File: src/inc/port_cfg_pkg.sv
package port_cfg_pkg;
	// special-function register addresses
	localparam logic [7:0] ADDR_PORT2_PIN_DATA = 8'hA0;
	localparam logic [7:0] ADDR_PORT1_OUTPUT_DRIVER_SELECT = 8'hA5;
	localparam logic [7:0] ADDR_PORT2_OUTPUT_DRIVER_SELECT = 8'hA6;
	localparam logic [7:0] ADDR_PORT1_CROSSBAR_BYPASS = 8'hD5;
	localparam logic [7:0] ADDR_PORT1_ANALOG_DIGITAL_SELECT = 8'hF2;
	// reset values
	localparam logic [7:0] RST_PORT2_PIN_DATA = 8'h01;
	localparam logic [7:0] RST_PORT1_OUTPUT_DRIVER_SELECT = 8'h00;
	localparam logic [7:0] RST_PORT2_OUTPUT_DRIVER_SELECT = 8'h00;
	localparam logic [7:0] RST_PORT1_CROSSBAR_BYPASS = 8'h00;
	localparam logic [7:0] RST_PORT1_ANALOG_DIGITAL_SELECT = 8'hFF;
	// field layout
	localparam int PORT1_PINS = 8;
	localparam int BYPASS_BITS = 7;
	localparam int PORT2_BIT = 0;
	localparam logic [7:0] BYPASS_MASK = 8'h7F;
	localparam logic [7:0] LOW_BIT_MASK = 8'h01;
	// mode codes
	localparam logic MODE_ANALOG = 1'b0;
	localparam logic DRV_OPEN_DRAIN = 1'b0;
	localparam logic DRV_PUSH_PULL = 1'b1;
	localparam logic BYPASS_SKIP = 1'b1;

	// special-function register access from the core
	typedef struct packed {
		logic wr;
		logic rd;
		logic bit_op;
		logic [2:0] bit_sel;
		logic bit_val;
		logic [7:0] addr;
		logic [7:0] wdata;
	} sfr_req_t;

	// one pin cell: output, output enable, pullup and receiver enable
	typedef struct packed {
		logic dout;
		logic oe;
		logic pullup_en;
		logic rx_en;
	} pin_ctl_t;
endpackage

File: src/logic/port_cfg.sv
`timescale 1ns/1ns
// Behaviour
// - input-mode bit 0 means analog, cell off
// - bit n of mode registers steers pin n
// - output-mode ignored while pin is analog
// - digital pin: 0 open-drain, 1 push-pull
// - bypass bits 6:0 tell crossbar to skip
// - bypass bit 7 reads zero, writes ignored
// - port 2 data write loads pin latch
// - port 2 data read returns pin level
// - port 2 data supports bit set/clear/test
// - port 2 mode bit: 0 open-drain, 1 push-pull
// - port 2 mode bits 7:1 read zero
// - bus pins stay open-drain, others follow modes
module port_cfg (
	input wire logic clk_i,
	input wire logic srst_i,
	input wire logic ce_i,
	input wire port_cfg_pkg::sfr_req_t sfr_req_i,
	output logic [7:0] sfr_rdata_o,
	output logic sfr_bit_o,
	input wire logic [7:0] port1_latch_i,
	input wire logic [7:0] port1_xbar_assigned_i,
	input wire logic [7:0] port1_xbar_dout_i,
	input wire logic [7:0] port1_smbus_pin_i,
	input wire logic [7:0] port1_pad_i,
	output port_cfg_pkg::pin_ctl_t [7:0] port1_ctl_o,
	output logic [7:0] port1_rx_o,
	output logic [7:0] port1_bypass_o,
	input wire logic port2_pad_i,
	output port_cfg_pkg::pin_ctl_t port2_ctl_o
);
	import port_cfg_pkg::*;

	logic [7:0] adsel_r;
	logic [7:0] p1drv_r;
	logic [6:0] bypass_r;
	logic p2latch_r;
	logic p2drv_r;
	logic [7:0] rdata_r;
	logic bit_r;

	// ----------------------------------------
	// address decode
	// ----------------------------------------
	wire hit_p2 = sfr_req_i.addr == ADDR_PORT2_PIN_DATA;
	wire hit_p1drv = sfr_req_i.addr == ADDR_PORT1_OUTPUT_DRIVER_SELECT;
	wire hit_p2drv = sfr_req_i.addr == ADDR_PORT2_OUTPUT_DRIVER_SELECT;
	wire hit_bypass = sfr_req_i.addr == ADDR_PORT1_CROSSBAR_BYPASS;
	wire hit_adsel = sfr_req_i.addr == ADDR_PORT1_ANALOG_DIGITAL_SELECT;
	wire wr_byte = ce_i && sfr_req_i.wr && !sfr_req_i.bit_op;
	// bit set/clear only on the bit-addressable port 2 data register
	wire wr_bit0 = ce_i && sfr_req_i.wr && sfr_req_i.bit_op && hit_p2
		&& sfr_req_i.bit_sel == 3'(PORT2_BIT);

	// ----------------------------------------
	// read-back image of every register
	// ----------------------------------------
	wire [7:0] p2_view = {7'h00, port2_pad_i} & LOW_BIT_MASK;
	wire [7:0] bypass_view = {1'b0, bypass_r};
	wire [7:0] p2drv_view = {7'h00, p2drv_r};
	wire [7:0] rd_mux = hit_p2 ? p2_view :
		hit_p1drv ? p1drv_r :
		hit_p2drv ? p2drv_view :
		hit_bypass ? bypass_view :
		hit_adsel ? adsel_r : 8'h00;

	// ----------------------------------------
	// register writes
	// ----------------------------------------
	always_ff @(posedge clk_i) begin
		if (srst_i) begin
			adsel_r <= RST_PORT1_ANALOG_DIGITAL_SELECT;
			p1drv_r <= RST_PORT1_OUTPUT_DRIVER_SELECT;
			bypass_r <= RST_PORT1_CROSSBAR_BYPASS[BYPASS_BITS-1:0];
			p2latch_r <= RST_PORT2_PIN_DATA[PORT2_BIT];
			p2drv_r <= RST_PORT2_OUTPUT_DRIVER_SELECT[PORT2_BIT];
		end else begin
			if (wr_byte && hit_adsel) adsel_r <= sfr_req_i.wdata;
			if (wr_byte && hit_p1drv) p1drv_r <= sfr_req_i.wdata;
			if (wr_byte && hit_bypass) bypass_r <= sfr_req_i.wdata[BYPASS_BITS-1:0];
			if (wr_byte && hit_p2) p2latch_r <= sfr_req_i.wdata[PORT2_BIT];
			if (wr_bit0) p2latch_r <= sfr_req_i.bit_val;
			if (wr_byte && hit_p2drv) p2drv_r <= sfr_req_i.wdata[PORT2_BIT];
		end
	end

	// read data and bit-test result, registered
	always_ff @(posedge clk_i) begin
		if (srst_i) begin
			rdata_r <= 8'h00;
			bit_r <= 1'b0;
		end else if (ce_i && sfr_req_i.rd) begin
			rdata_r <= rd_mux;
			bit_r <= rd_mux[sfr_req_i.bit_sel];
		end
	end
	assign sfr_rdata_o = rdata_r;
	assign sfr_bit_o = bit_r;

	// ----------------------------------------
	// port 1 pin cells
	// ----------------------------------------
	assign port1_bypass_o = {1'b0, bypass_r} & BYPASS_MASK;
	genvar n;
	generate
		for (n = 0; n < PORT1_PINS; n++) begin : g_pin
			wire digital = adsel_r[n] != MODE_ANALOG;
			wire src = port1_xbar_assigned_i[n] ? port1_xbar_dout_i[n]
				: port1_latch_i[n];
			// bus pins forced open-drain; analog pins ignore drive mode
			wire push = digital && p1drv_r[n] == DRV_PUSH_PULL
				&& !port1_smbus_pin_i[n];
			assign port1_ctl_o[n].dout = digital && src;
			assign port1_ctl_o[n].oe = digital && (push || !src);
			assign port1_ctl_o[n].pullup_en = digital;
			assign port1_ctl_o[n].rx_en = digital;
			assign port1_rx_o[n] = digital && port1_pad_i[n];
		end
	endgenerate

	// ----------------------------------------
	// port 2 pin cell
	// ----------------------------------------
	assign port2_ctl_o.dout = p2latch_r;
	assign port2_ctl_o.oe = p2drv_r == DRV_PUSH_PULL || !p2latch_r;
	assign port2_ctl_o.pullup_en = 1'b1;
	assign port2_ctl_o.rx_en = 1'b1;

	// ----------------------------------------
	// per-pin checks on every port 1 cell
	// ----------------------------------------
	genvar k;
	generate
		for (k = 0; k < PORT1_PINS; k++) begin : g_chk

		end
	endgenerate

	// ----------------------------------------
	// register access checks
	// ----------------------------------------
	wire rd_take = ce_i && sfr_req_i.rd;
endmodule // port_cfg

File: config.mk
export PLATFORM = sky130hd
export DESIGN_NAME = port_cfg
export DESIGN_NICKNAME = d
export VERILOG_FILES = /design/src/inc/port_cfg_pkg.sv /design/src/logic/port_cfg.sv
export SDC_FILE = /design/constraint.sdc
export NUM_CORES = 1
export LEC_CHECK = 0
export BUFFER_PORTS_ARGS = -buffer_cell sky130_fd_sc_hd__buf_2
export CAP_MARGIN = 10
export CELL_PAD_IN_SITES_DETAIL_PLACEMENT = 0
export CELL_PAD_IN_SITES_GLOBAL_PLACEMENT = 1
export CORE_ASPECT_RATIO = 2
export CORE_MARGIN = 4
export CORE_UTILIZATION = 26
export CTS_CLUSTER_SIZE = 25
export DETAILED_ROUTE_END_ITERATION = 8
export GPL_TIMING_DRIVEN = 0
export PLACE_DENSITY = 0.74
export REMOVE_ABC_BUFFERS = 1
export SYNTH_ARGS = -nofsm -noshare
export SYNTH_HDL_FRONTEND = slang
export SYNTH_SLANG_ARGS = --single-unit
File: constraint.sdc
create_clock -name clk_i -period 1.4 [get_ports clk_i]
set_input_delay 0.14 -clock clk_i [delete_from_list [all_inputs] [get_ports clk_i]]
set_output_delay 0.14 -clock clk_i [all_outputs]
set_load 0.005 [all_outputs]
Word level (Yosys, flattened, before mapping)
Cells that the tools add are included.
{"block": "op_classes", "n_eq_ne": 5, "div": 0, "mux": 17, "bitwise_logic": 0, "n_addsub": 0, "magnitude_cmp": 1, "shifts": 0, "n_reduce_logical": 80, "multipliers": 0}
{"op": "logical AND 1 bit", "count": 51}
{"op": "== test 8 bit (second input constant)", "count": 5}
{"op": "2-to-1 mux 8 bit", "count": 5}
{"op": "logical NOT 1 bit", "count": 18}
{"op": "2-to-1 mux 1 bit", "count": 11}
{"op": "logical OR 1 bit", "count": 9}
{"op": "< comparator 3 x 4 -> 1 bit (second input constant)", "count": 1}
{"op": "binary-select mux 1 bit (select 3 bit)", "count": 1}
{"op": "logical NOT 3 bit", "count": 1}
{"op": "nonzero test 2 bit", "count": 1}
{"block": "word_totals", "inputBits": 67, "mem_bits_rw": 0, "wordCells": 110, "latchBits": 0, "mem_bits_ro": 0, "n_memories": 0, "regBits": 34}

Longest topological paths before layout
Gate-level depths: netlist (run 1).
{"block": "logic_depth", "word_depth": 8, "mapped_depth": 7, "depth_no_buf": 6}

Worst setup path before layout (run 1)
OpenSTA, ideal clock, no wires.
{"block": "synth_timing", "path_type": "in2reg", "startpoint": "in sfr_req_i[11] in the netlist's numbering", "endpoint": "reg bit_r (netlist: sfr_bit_o)", "required_ps": 1326, "n_path_buf": 0, "path_stages": 6, "t_arrival_ps": 1321, "setup_ps": 74, "setup_slack_ps": 4, "path_cell_list": "or4b_4 > nor3_2 > a2111oi_2 > a211oi_2 > o31ai_1 > a31oi_1"}
{"block": "synth_between", "elab_chain_cells": 8, "word_cells_on_any_way": 12}
{"item": "start: declaration", "line_no": "port_cfg.sv:19", "text": "input wire port_cfg_pkg::sfr_req_t sfr_req_i,"}
{"item": "== test 8 bit", "line_no": "port_cfg.sv:50", "text": "wire hit_adsel = sfr_req_i.addr == ADDR_PORT1_ANALOG_DIGITAL_SELECT;"}
{"item": "2-to-1 mux 8 bit", "line_no": "port_cfg.sv:66", "text": "hit_adsel ? adsel_r : 8'h00;"}
{"item": "2-to-1 mux 8 bit", "line_no": "port_cfg.sv:65", "text": "hit_bypass ? bypass_view :"}
{"item": "2-to-1 mux 8 bit", "line_no": "port_cfg.sv:64", "text": "hit_p2drv ? p2drv_view :"}
{"item": "2-to-1 mux 8 bit", "line_no": "port_cfg.sv:63", "text": "hit_p1drv ? p1drv_r :"}
{"item": "2-to-1 mux 8 bit (*)", "line_no": "port_cfg.sv:62", "text": "wire [7:0] rd_mux = hit_p2 ? p2_view :"}
{"item": "binary-select mux 1 bit (select 3 bit) (*)", "line_no": "port_cfg.sv:95", "text": "bit_r <= rd_mux[sfr_req_i.bit_sel];"}
{"item": "2-to-1 mux 1 bit (not written as such) (*)", "line_no": "port_cfg.sv:95"}
{"item": "end signal: assignment", "line_no": "port_cfg.sv:95"}
{"item": "end: declaration", "line_no": "port_cfg.sv:41", "text": "logic bit_r;"}
Mark *: on every way between the ends. The rest lies on a longest branch, timed or not. The select of a mux whose other input is x is not followed.
A chain may end at the register's enable or synchronous reset.

Final worst setup path (run 1)
{"block": "layout_timing", "startpoint": "in sfr_req_i[12] in the netlist's numbering", "endpoint": "reg bit_r (netlist: sfr_bit_o)"}
Same word-level chain as after synthesis.

==> reports/results.tsv, run 1 <==
metric	value	unit
ranking of synthesized cells by area	dfxtp_1, mux2i_1, nand2_1	
Port Buffer Count	124	
First-pass DRT Iterations	4	
Slew headroom	59.0	%
Final Core Density	40.2	%
CTS Sinks	34	
Setup WS pre-CTS	-0.877	ns
gr usage total	14.7	%
Psw	591	uW
top_reg_cell synth	dfxtp_1	
CTS tree	done	
status	finished with violations	
CP Cell Sequence	buf_2 > nand4b_1 > nor2_4 > a222oi_1 > nor3b_1 > o31ai_1 > a31oi_1	
max_cap viols	0	
Distinct cells, synth	44	
number of flops mapped to enable cells by yosys	0	
count of buffer and inverter cells on the critical path	1	
Cell Int Power	1.87	mW
most common cell after layout, fill and taps aside	buf_2	
Clock Pin Slew Worst Setup and Hold Paths	0.05	ns
HPWL Detailed	5.38	mm
Final #Nets	434	
Critical Path Slowest Stage Cell	a222oi_1	
min Tclk post-route	1.47	ns
# DRC	0	
fmax	680	MHz
part of the Yosys area used for sequential elements	33.8	%
CTS H-tree lvls	2	
CTS root buffer	clkbuf_16	
Max IR drop VDD	0.000448	V
crit path DAT	1.61	ns
final setup margin	-0.0702	ns
Post-Syn Instances	238	
Synth area leader	dfxtp_1	
GPL Wtd Cong	0.774	
worst slack on hold paths	0.0992	ns
vias in the first global route	2212	
Area growth, synth to finish	50.6	%
CP Max Fanout	6	
Yosys top cell area share	33.8	%
Synth Cell Area	2010	um^2
most frequent cells in the layout	buf_2, dfxtp_1, nand2_1	
Lkg Pwr	1.33	nW
Worst-Margin Slew	0.616	ns
failing checks	setup timing	
PwrDens	813	nW/um^2
FFs w/ async S/R, synth	0	%
Remaining Overflow, GRT	0	
Clock Power Share	45.2	%
maximum clock path buffer count	2	
Post-DRT Antenna Nets	0	
Clock Skew	0.00520	ns
overall power	2.46	mW
wire per inst	15.6	um
Switching Share	24.0	%
critical path's largest stage delay	0.52	ns
Crit path max-delay family	compound AO/OA/AOI/OAI gates	
Non-Filler Instances	462	
die width	70.2	um
Logic pwr share	14.7	%
Worst Setup Path Type	in2reg	
syn avg cell area	8.45	um^2
via-per-instance ratio	4.84	
Setup-failing EPs final	1	
CTS Hold Bufs	0	
RSZ-0062 raised after global routing	true	
Worst EP required	1.54	ns
Clk Latency, worst-skew pair	0.28	ns
Die ar.	9290	um^2
Vert. Die Dim	132	um
Num CTS Buffers	5	
setup total negative slack	-0.0702	ns
largest net degree at the start of global routing	35	
Initial Util	26.7	%
global-route wire length before repair	10.8	mm
Seq pwr share	40.1	%
antenna violations before repair	0	
CP startpoint kind	input pin	
Slew Viols, Final	0	
Worst Setup End Kind	flop	
Yosys reg bits	34	
Iteration-0 DRC Markers	63	
post-route clock period utilization	105	%
Ys Warns	0	
Final Cell Area	3030	um^2
Cell Count Post-Placement	436	
share of cells above drive strength 1	46.2	%
n_diodes	0	
# fillers	824	
# rows	45	
Placed Area	2620	um^2
top-level I/O count	128	
Core Footprint	7540	um^2
final WL	7.21	mm
final hold violation count	0	
detailed-route via count	2237	
hold crit path type	in2reg	
==> area by class of cell <==
cell class / instances / area [um^2] / share of cell area, %
timing repair buffer: 141 / 776 / 25.6
inverter: 4 / 15.0 / 0.495
clock inverter: 1 / 5.00 / 0.165
clock buffer: 7 / 143 / 4.71
tap: 94 / 118 / 3.88
sequential: 34 / 683 / 22.5
multi-input combinational: 181 / 1290 / 42.6
==> layer usage <==
metal	track usage, %	share of wire, %	vias to the layer above
met1	14.6	35	1033
met2	28.0	56	96
met3	2.52	5.8	11
met4	7.78	2.5	0
met5	0	0	-
li1	-	-	1097
==> cell families (layout without fill, tap and decap cells) <==
kind of cell | count (synthesis) | count (layout) | synth area share, %
flip-flops | 34 | 34 | 33.8
AO/OA/AOI/OAI | 46 | 46 | 17.0
buffers and inverters | 25 | 153 | 7.65
multiplexers | 16 | 16 | 7.96
other | 2 | 3 | 0.373
AND/OR/NAND/NOR | 115 | 116 | 33.2
==> synthesized netlist by cell type (all sizes together) (2+ instances only) <==
cell     instances
nor3             4
buf             15
nand2           31
mux2i           16
nand2b           2
conb             2
inv              4
nor4             4
and2             9
a222oi           3
o21ai            2
a22oi            3
a211oi           9
nand3b           8
o21a             8
a21oi           11
clkbuf           6
nor2b           16
nand3            8
nor2            25
a32oi            2
dfxtp           34
nand4bb          3
nand4b           2
==> power by group through the flow <==
| stage | Sequential, mW | Clock, mW | Combinational (mW) |
|---|---|---|---|
| finish | 0.990 | 1.11 | 0.362 |
| global route | 0.991 | 1.15 | 0.399 |
| CTS | 0.990 | 1.12 | 0.342 |
| detailed placement | 1.01 | 0 | 0.338 |
| global placement | 1.01 | 0 | 0.333 |
| floorplan | 1.01 | 0 | 0.126 |
==> worst reg2reg max path: stages, from the launching register on <==
cell and delay [ns]:
dfxtp_1 0.33, a222oi_1 0.49, nor3b_1 0.11, o31ai_1 0.26
a31oi_1 0.11
==> worst paths after layout <==
| check | startpoint | endpoint | slack, ns | cells after the start |
|---|---|---|---|---|
| worst min-delay path | sfr_req_i[7] | adsel_r[7] | 0.1 | 3 |
| worst max-delay path | sfr_req_i[12] | sfr_bit_o | -0.07 | 7 |
| worst max register to register | bypass_r[2] | sfr_bit_o | -0.05 | 4 |
| worst min register to register | p1drv_r[6] | p1drv_r[6] | 0.48 | 2 |
==> repair_timing <==
action                     CTS  global route
pin swaps                    3            17
buffers inserted             8             9
gates resized for setup      4            20
setup endpoints to repair   31            19
gates cloned                 0             1
==> sequential cells by signal (all words and copies together) (netlist names) <==
name         flops
bypass_r         7
p2drv_r          1
adsel_r          8
sfr_bit_o        1
p2latch_r        1
sfr_rdata_o      8
p1drv_r          8
Power figures use the tool's default switching activity.
==> run 2: changes to the inputs <==
Settings changed: CAP_MARGIN 10 to not set, GPL_TIMING_DRIVEN 0 to not set, SKIP_LAST_GASP set to 1.
==> run 2 against run 1 <==
Against the previous run:
- the run still ends with setup timing left
- combinational power is essentially flat
- worst hold slack gained 0.0051 ns
- sequential power is essentially flat
- power grew 7.5%
- clock-buffer cell count shrank 1
- sequential share of layout area shrank 0.91 points
- design area grew 4.0%
- fmax shrank 1.5%
- flip-flop and latch count is the same
==> reports/results.tsv, run 2 (synthesized netlist as in run 1, its figures left out) <==
metric	value	unit
Lkg Pwr	1.43	nW
vias in the first global route	2400	
final hold violation count	0	
RSZ-0062 raised after global routing	true	
Placed Area	2890	um^2
overall power	2.65	mW
Seq pwr share	37.4	%
HPWL Detailed	5.92	mm
most frequent cells in the layout	buf_2, buf_4, dfxtp_1	
wire per inst	15.2	um
Num CTS Buffers	5	
Vert. Die Dim	132	um
Setup-failing EPs final	1	
Cell Int Power	2.05	mW
largest net degree at the start of global routing	35	
maximum clock path buffer count	2	
Clock Power Share	49.1	%
count of buffer and inverter cells on the critical path	1	
final WL	7.36	mm
gr usage total	15.9	%
# DRC	0	
Worst Setup End Kind	flop	
Port Buffer Count	124	
Switching Share	22.6	%
CTS Sinks	34	
Slew Viols, Final	0	
n_diodes	0	
Clk Latency, worst-skew pair	0.28	ns
PwrDens	841	nW/um^2
Remaining Overflow, GRT	0	
antenna violations before repair	0	
global-route wire length before repair	11.6	mm
GPL Wtd Cong	0.857	
Iteration-0 DRC Markers	55	
CTS H-tree lvls	2	
crit path DAT	1.63	ns
Logic pwr share	13.6	%
Clock Pin Slew Worst Setup and Hold Paths	0.05	ns
CTS Hold Bufs	0	
CTS root buffer	clkbuf_16	
Crit path max-delay family	compound AO/OA/AOI/OAI gates	
hold depth	3	
die width	70.2	um
Worst-Margin Slew	0.602	ns
critical path's largest stage delay	0.43	ns
Area growth, synth to finish	56.7	%
Clock Skew	0.00188	ns
via-per-instance ratio	4.77	
min Tclk post-route	1.49	ns
CP Max Fanout	2	
detailed-route via count	2310	
CP Cell Sequence	a222oi_1 > buf_4 > nor3b_2 > o31ai_1 > a31oi_1	
Psw	599	uW
worst slack on hold paths	0.104	ns
CTS tree	done	
post-route clock period utilization	107	%
hold crit path type	in2reg	
Worst EP required	1.54	ns
most common cell after layout, fill and taps aside	buf_2	
Critical Path Slowest Stage Cell	a222oi_1	
# rows	45	
Final Cell Area	3150	um^2
Max IR drop VDD	0.000706	V
Post-DRT Antenna Nets	0	
First-pass DRT Iterations	5	
Worst Setup Path Type	reg2reg	
final setup margin	-0.0919	ns
setup slack, reg-to-reg	-0.09	ns
top-level I/O count	128	
failing checks	setup timing	
CP startpoint kind	flop	
worst reg2reg path depth	5	
max_cap viols	0	
share of cells above drive strength 1	47.9	%
Initial Util	26.7	%
status	finished with violations	
fmax	670	MHz
critical path depth	5	
Final #Nets	457	
Core Footprint	7540	um^2
Die ar.	9290	um^2
Slew headroom	59.8	%
## run 2: cell type report
class / instances / area, um^2
Sequential cell: 34 / 682
Timing Repair Buffer: 165 / 943
Clock inverter: 1 / 30.0
Tap cell: 94 / 118
Fill cell: 816 / 4390
Clock buffer: 6 / 139
Inverter: 4 / 15.0
Multi-Input combinational cell: 180 / 1220
## run 2: path summary, 6_finish.rpt
| check | startpoint | endpoint |
|---|---|---|
| max | bypass_r[2] | sfr_bit_o |
| min reg2reg | p1drv_r[5] | p1drv_r[5] |
| min | sfr_req_i[7] | adsel_r[7] |
| max reg2reg | bypass_r[2] | sfr_bit_o |
## run 2: per-stage QoR
stage,util (%),setup slack [ns],cells,TNS [ns]
6_report,41.8,-0.0919,484,-0.0919
5_1_grt,41.8,-0.190,484,-0.668
4_1_cts,41.2,-0.0713,481,-0.0713
3_5_place_dp,38.3,-0.340,471,-4.33
3_3_place_gp,38.3,-0.311,471,-3.57
2_1_floorplan,-,-0.146,218,-0.146
## run 2: tightest hold or removal path: cells and delay by family
kind                   cells  cell delay [ns]
buffers and inverters      1             0.10
and+or+nand+nor            2             0.12
## run 2: metal layers
layer	share of wire (%)	global-route usage, %	vias to the layer above
met5	0	0	-
met4	3.0	8.42	0
met3	6.0	2.67	16
met2	57	31.2	103
met1	34	15.1	1056
li1	-	-	1135
## run 2: repair_timing
| item | in CTS | in global routing |
|---|---|---|
| endpoints found under the setup margin | 1 | 10 |
| pin swaps | 6 | 3 |
| endpoints found under the hold margin | 0 | 0 |
| setup buffers | 4 | 3 |
| resized for setup | 6 | 3 |
## run 2: power groups by stage
stage,sequential (mW),combinational [mW],clock (mW)
after floorplan,1.01,0.126,0
after global placement,1.01,0.350,0
after detailed placement,1.01,0.357,0
after CTS,0.991,0.361,1.31
after global routing,0.992,0.400,1.34
final,0.990,0.360,1.30
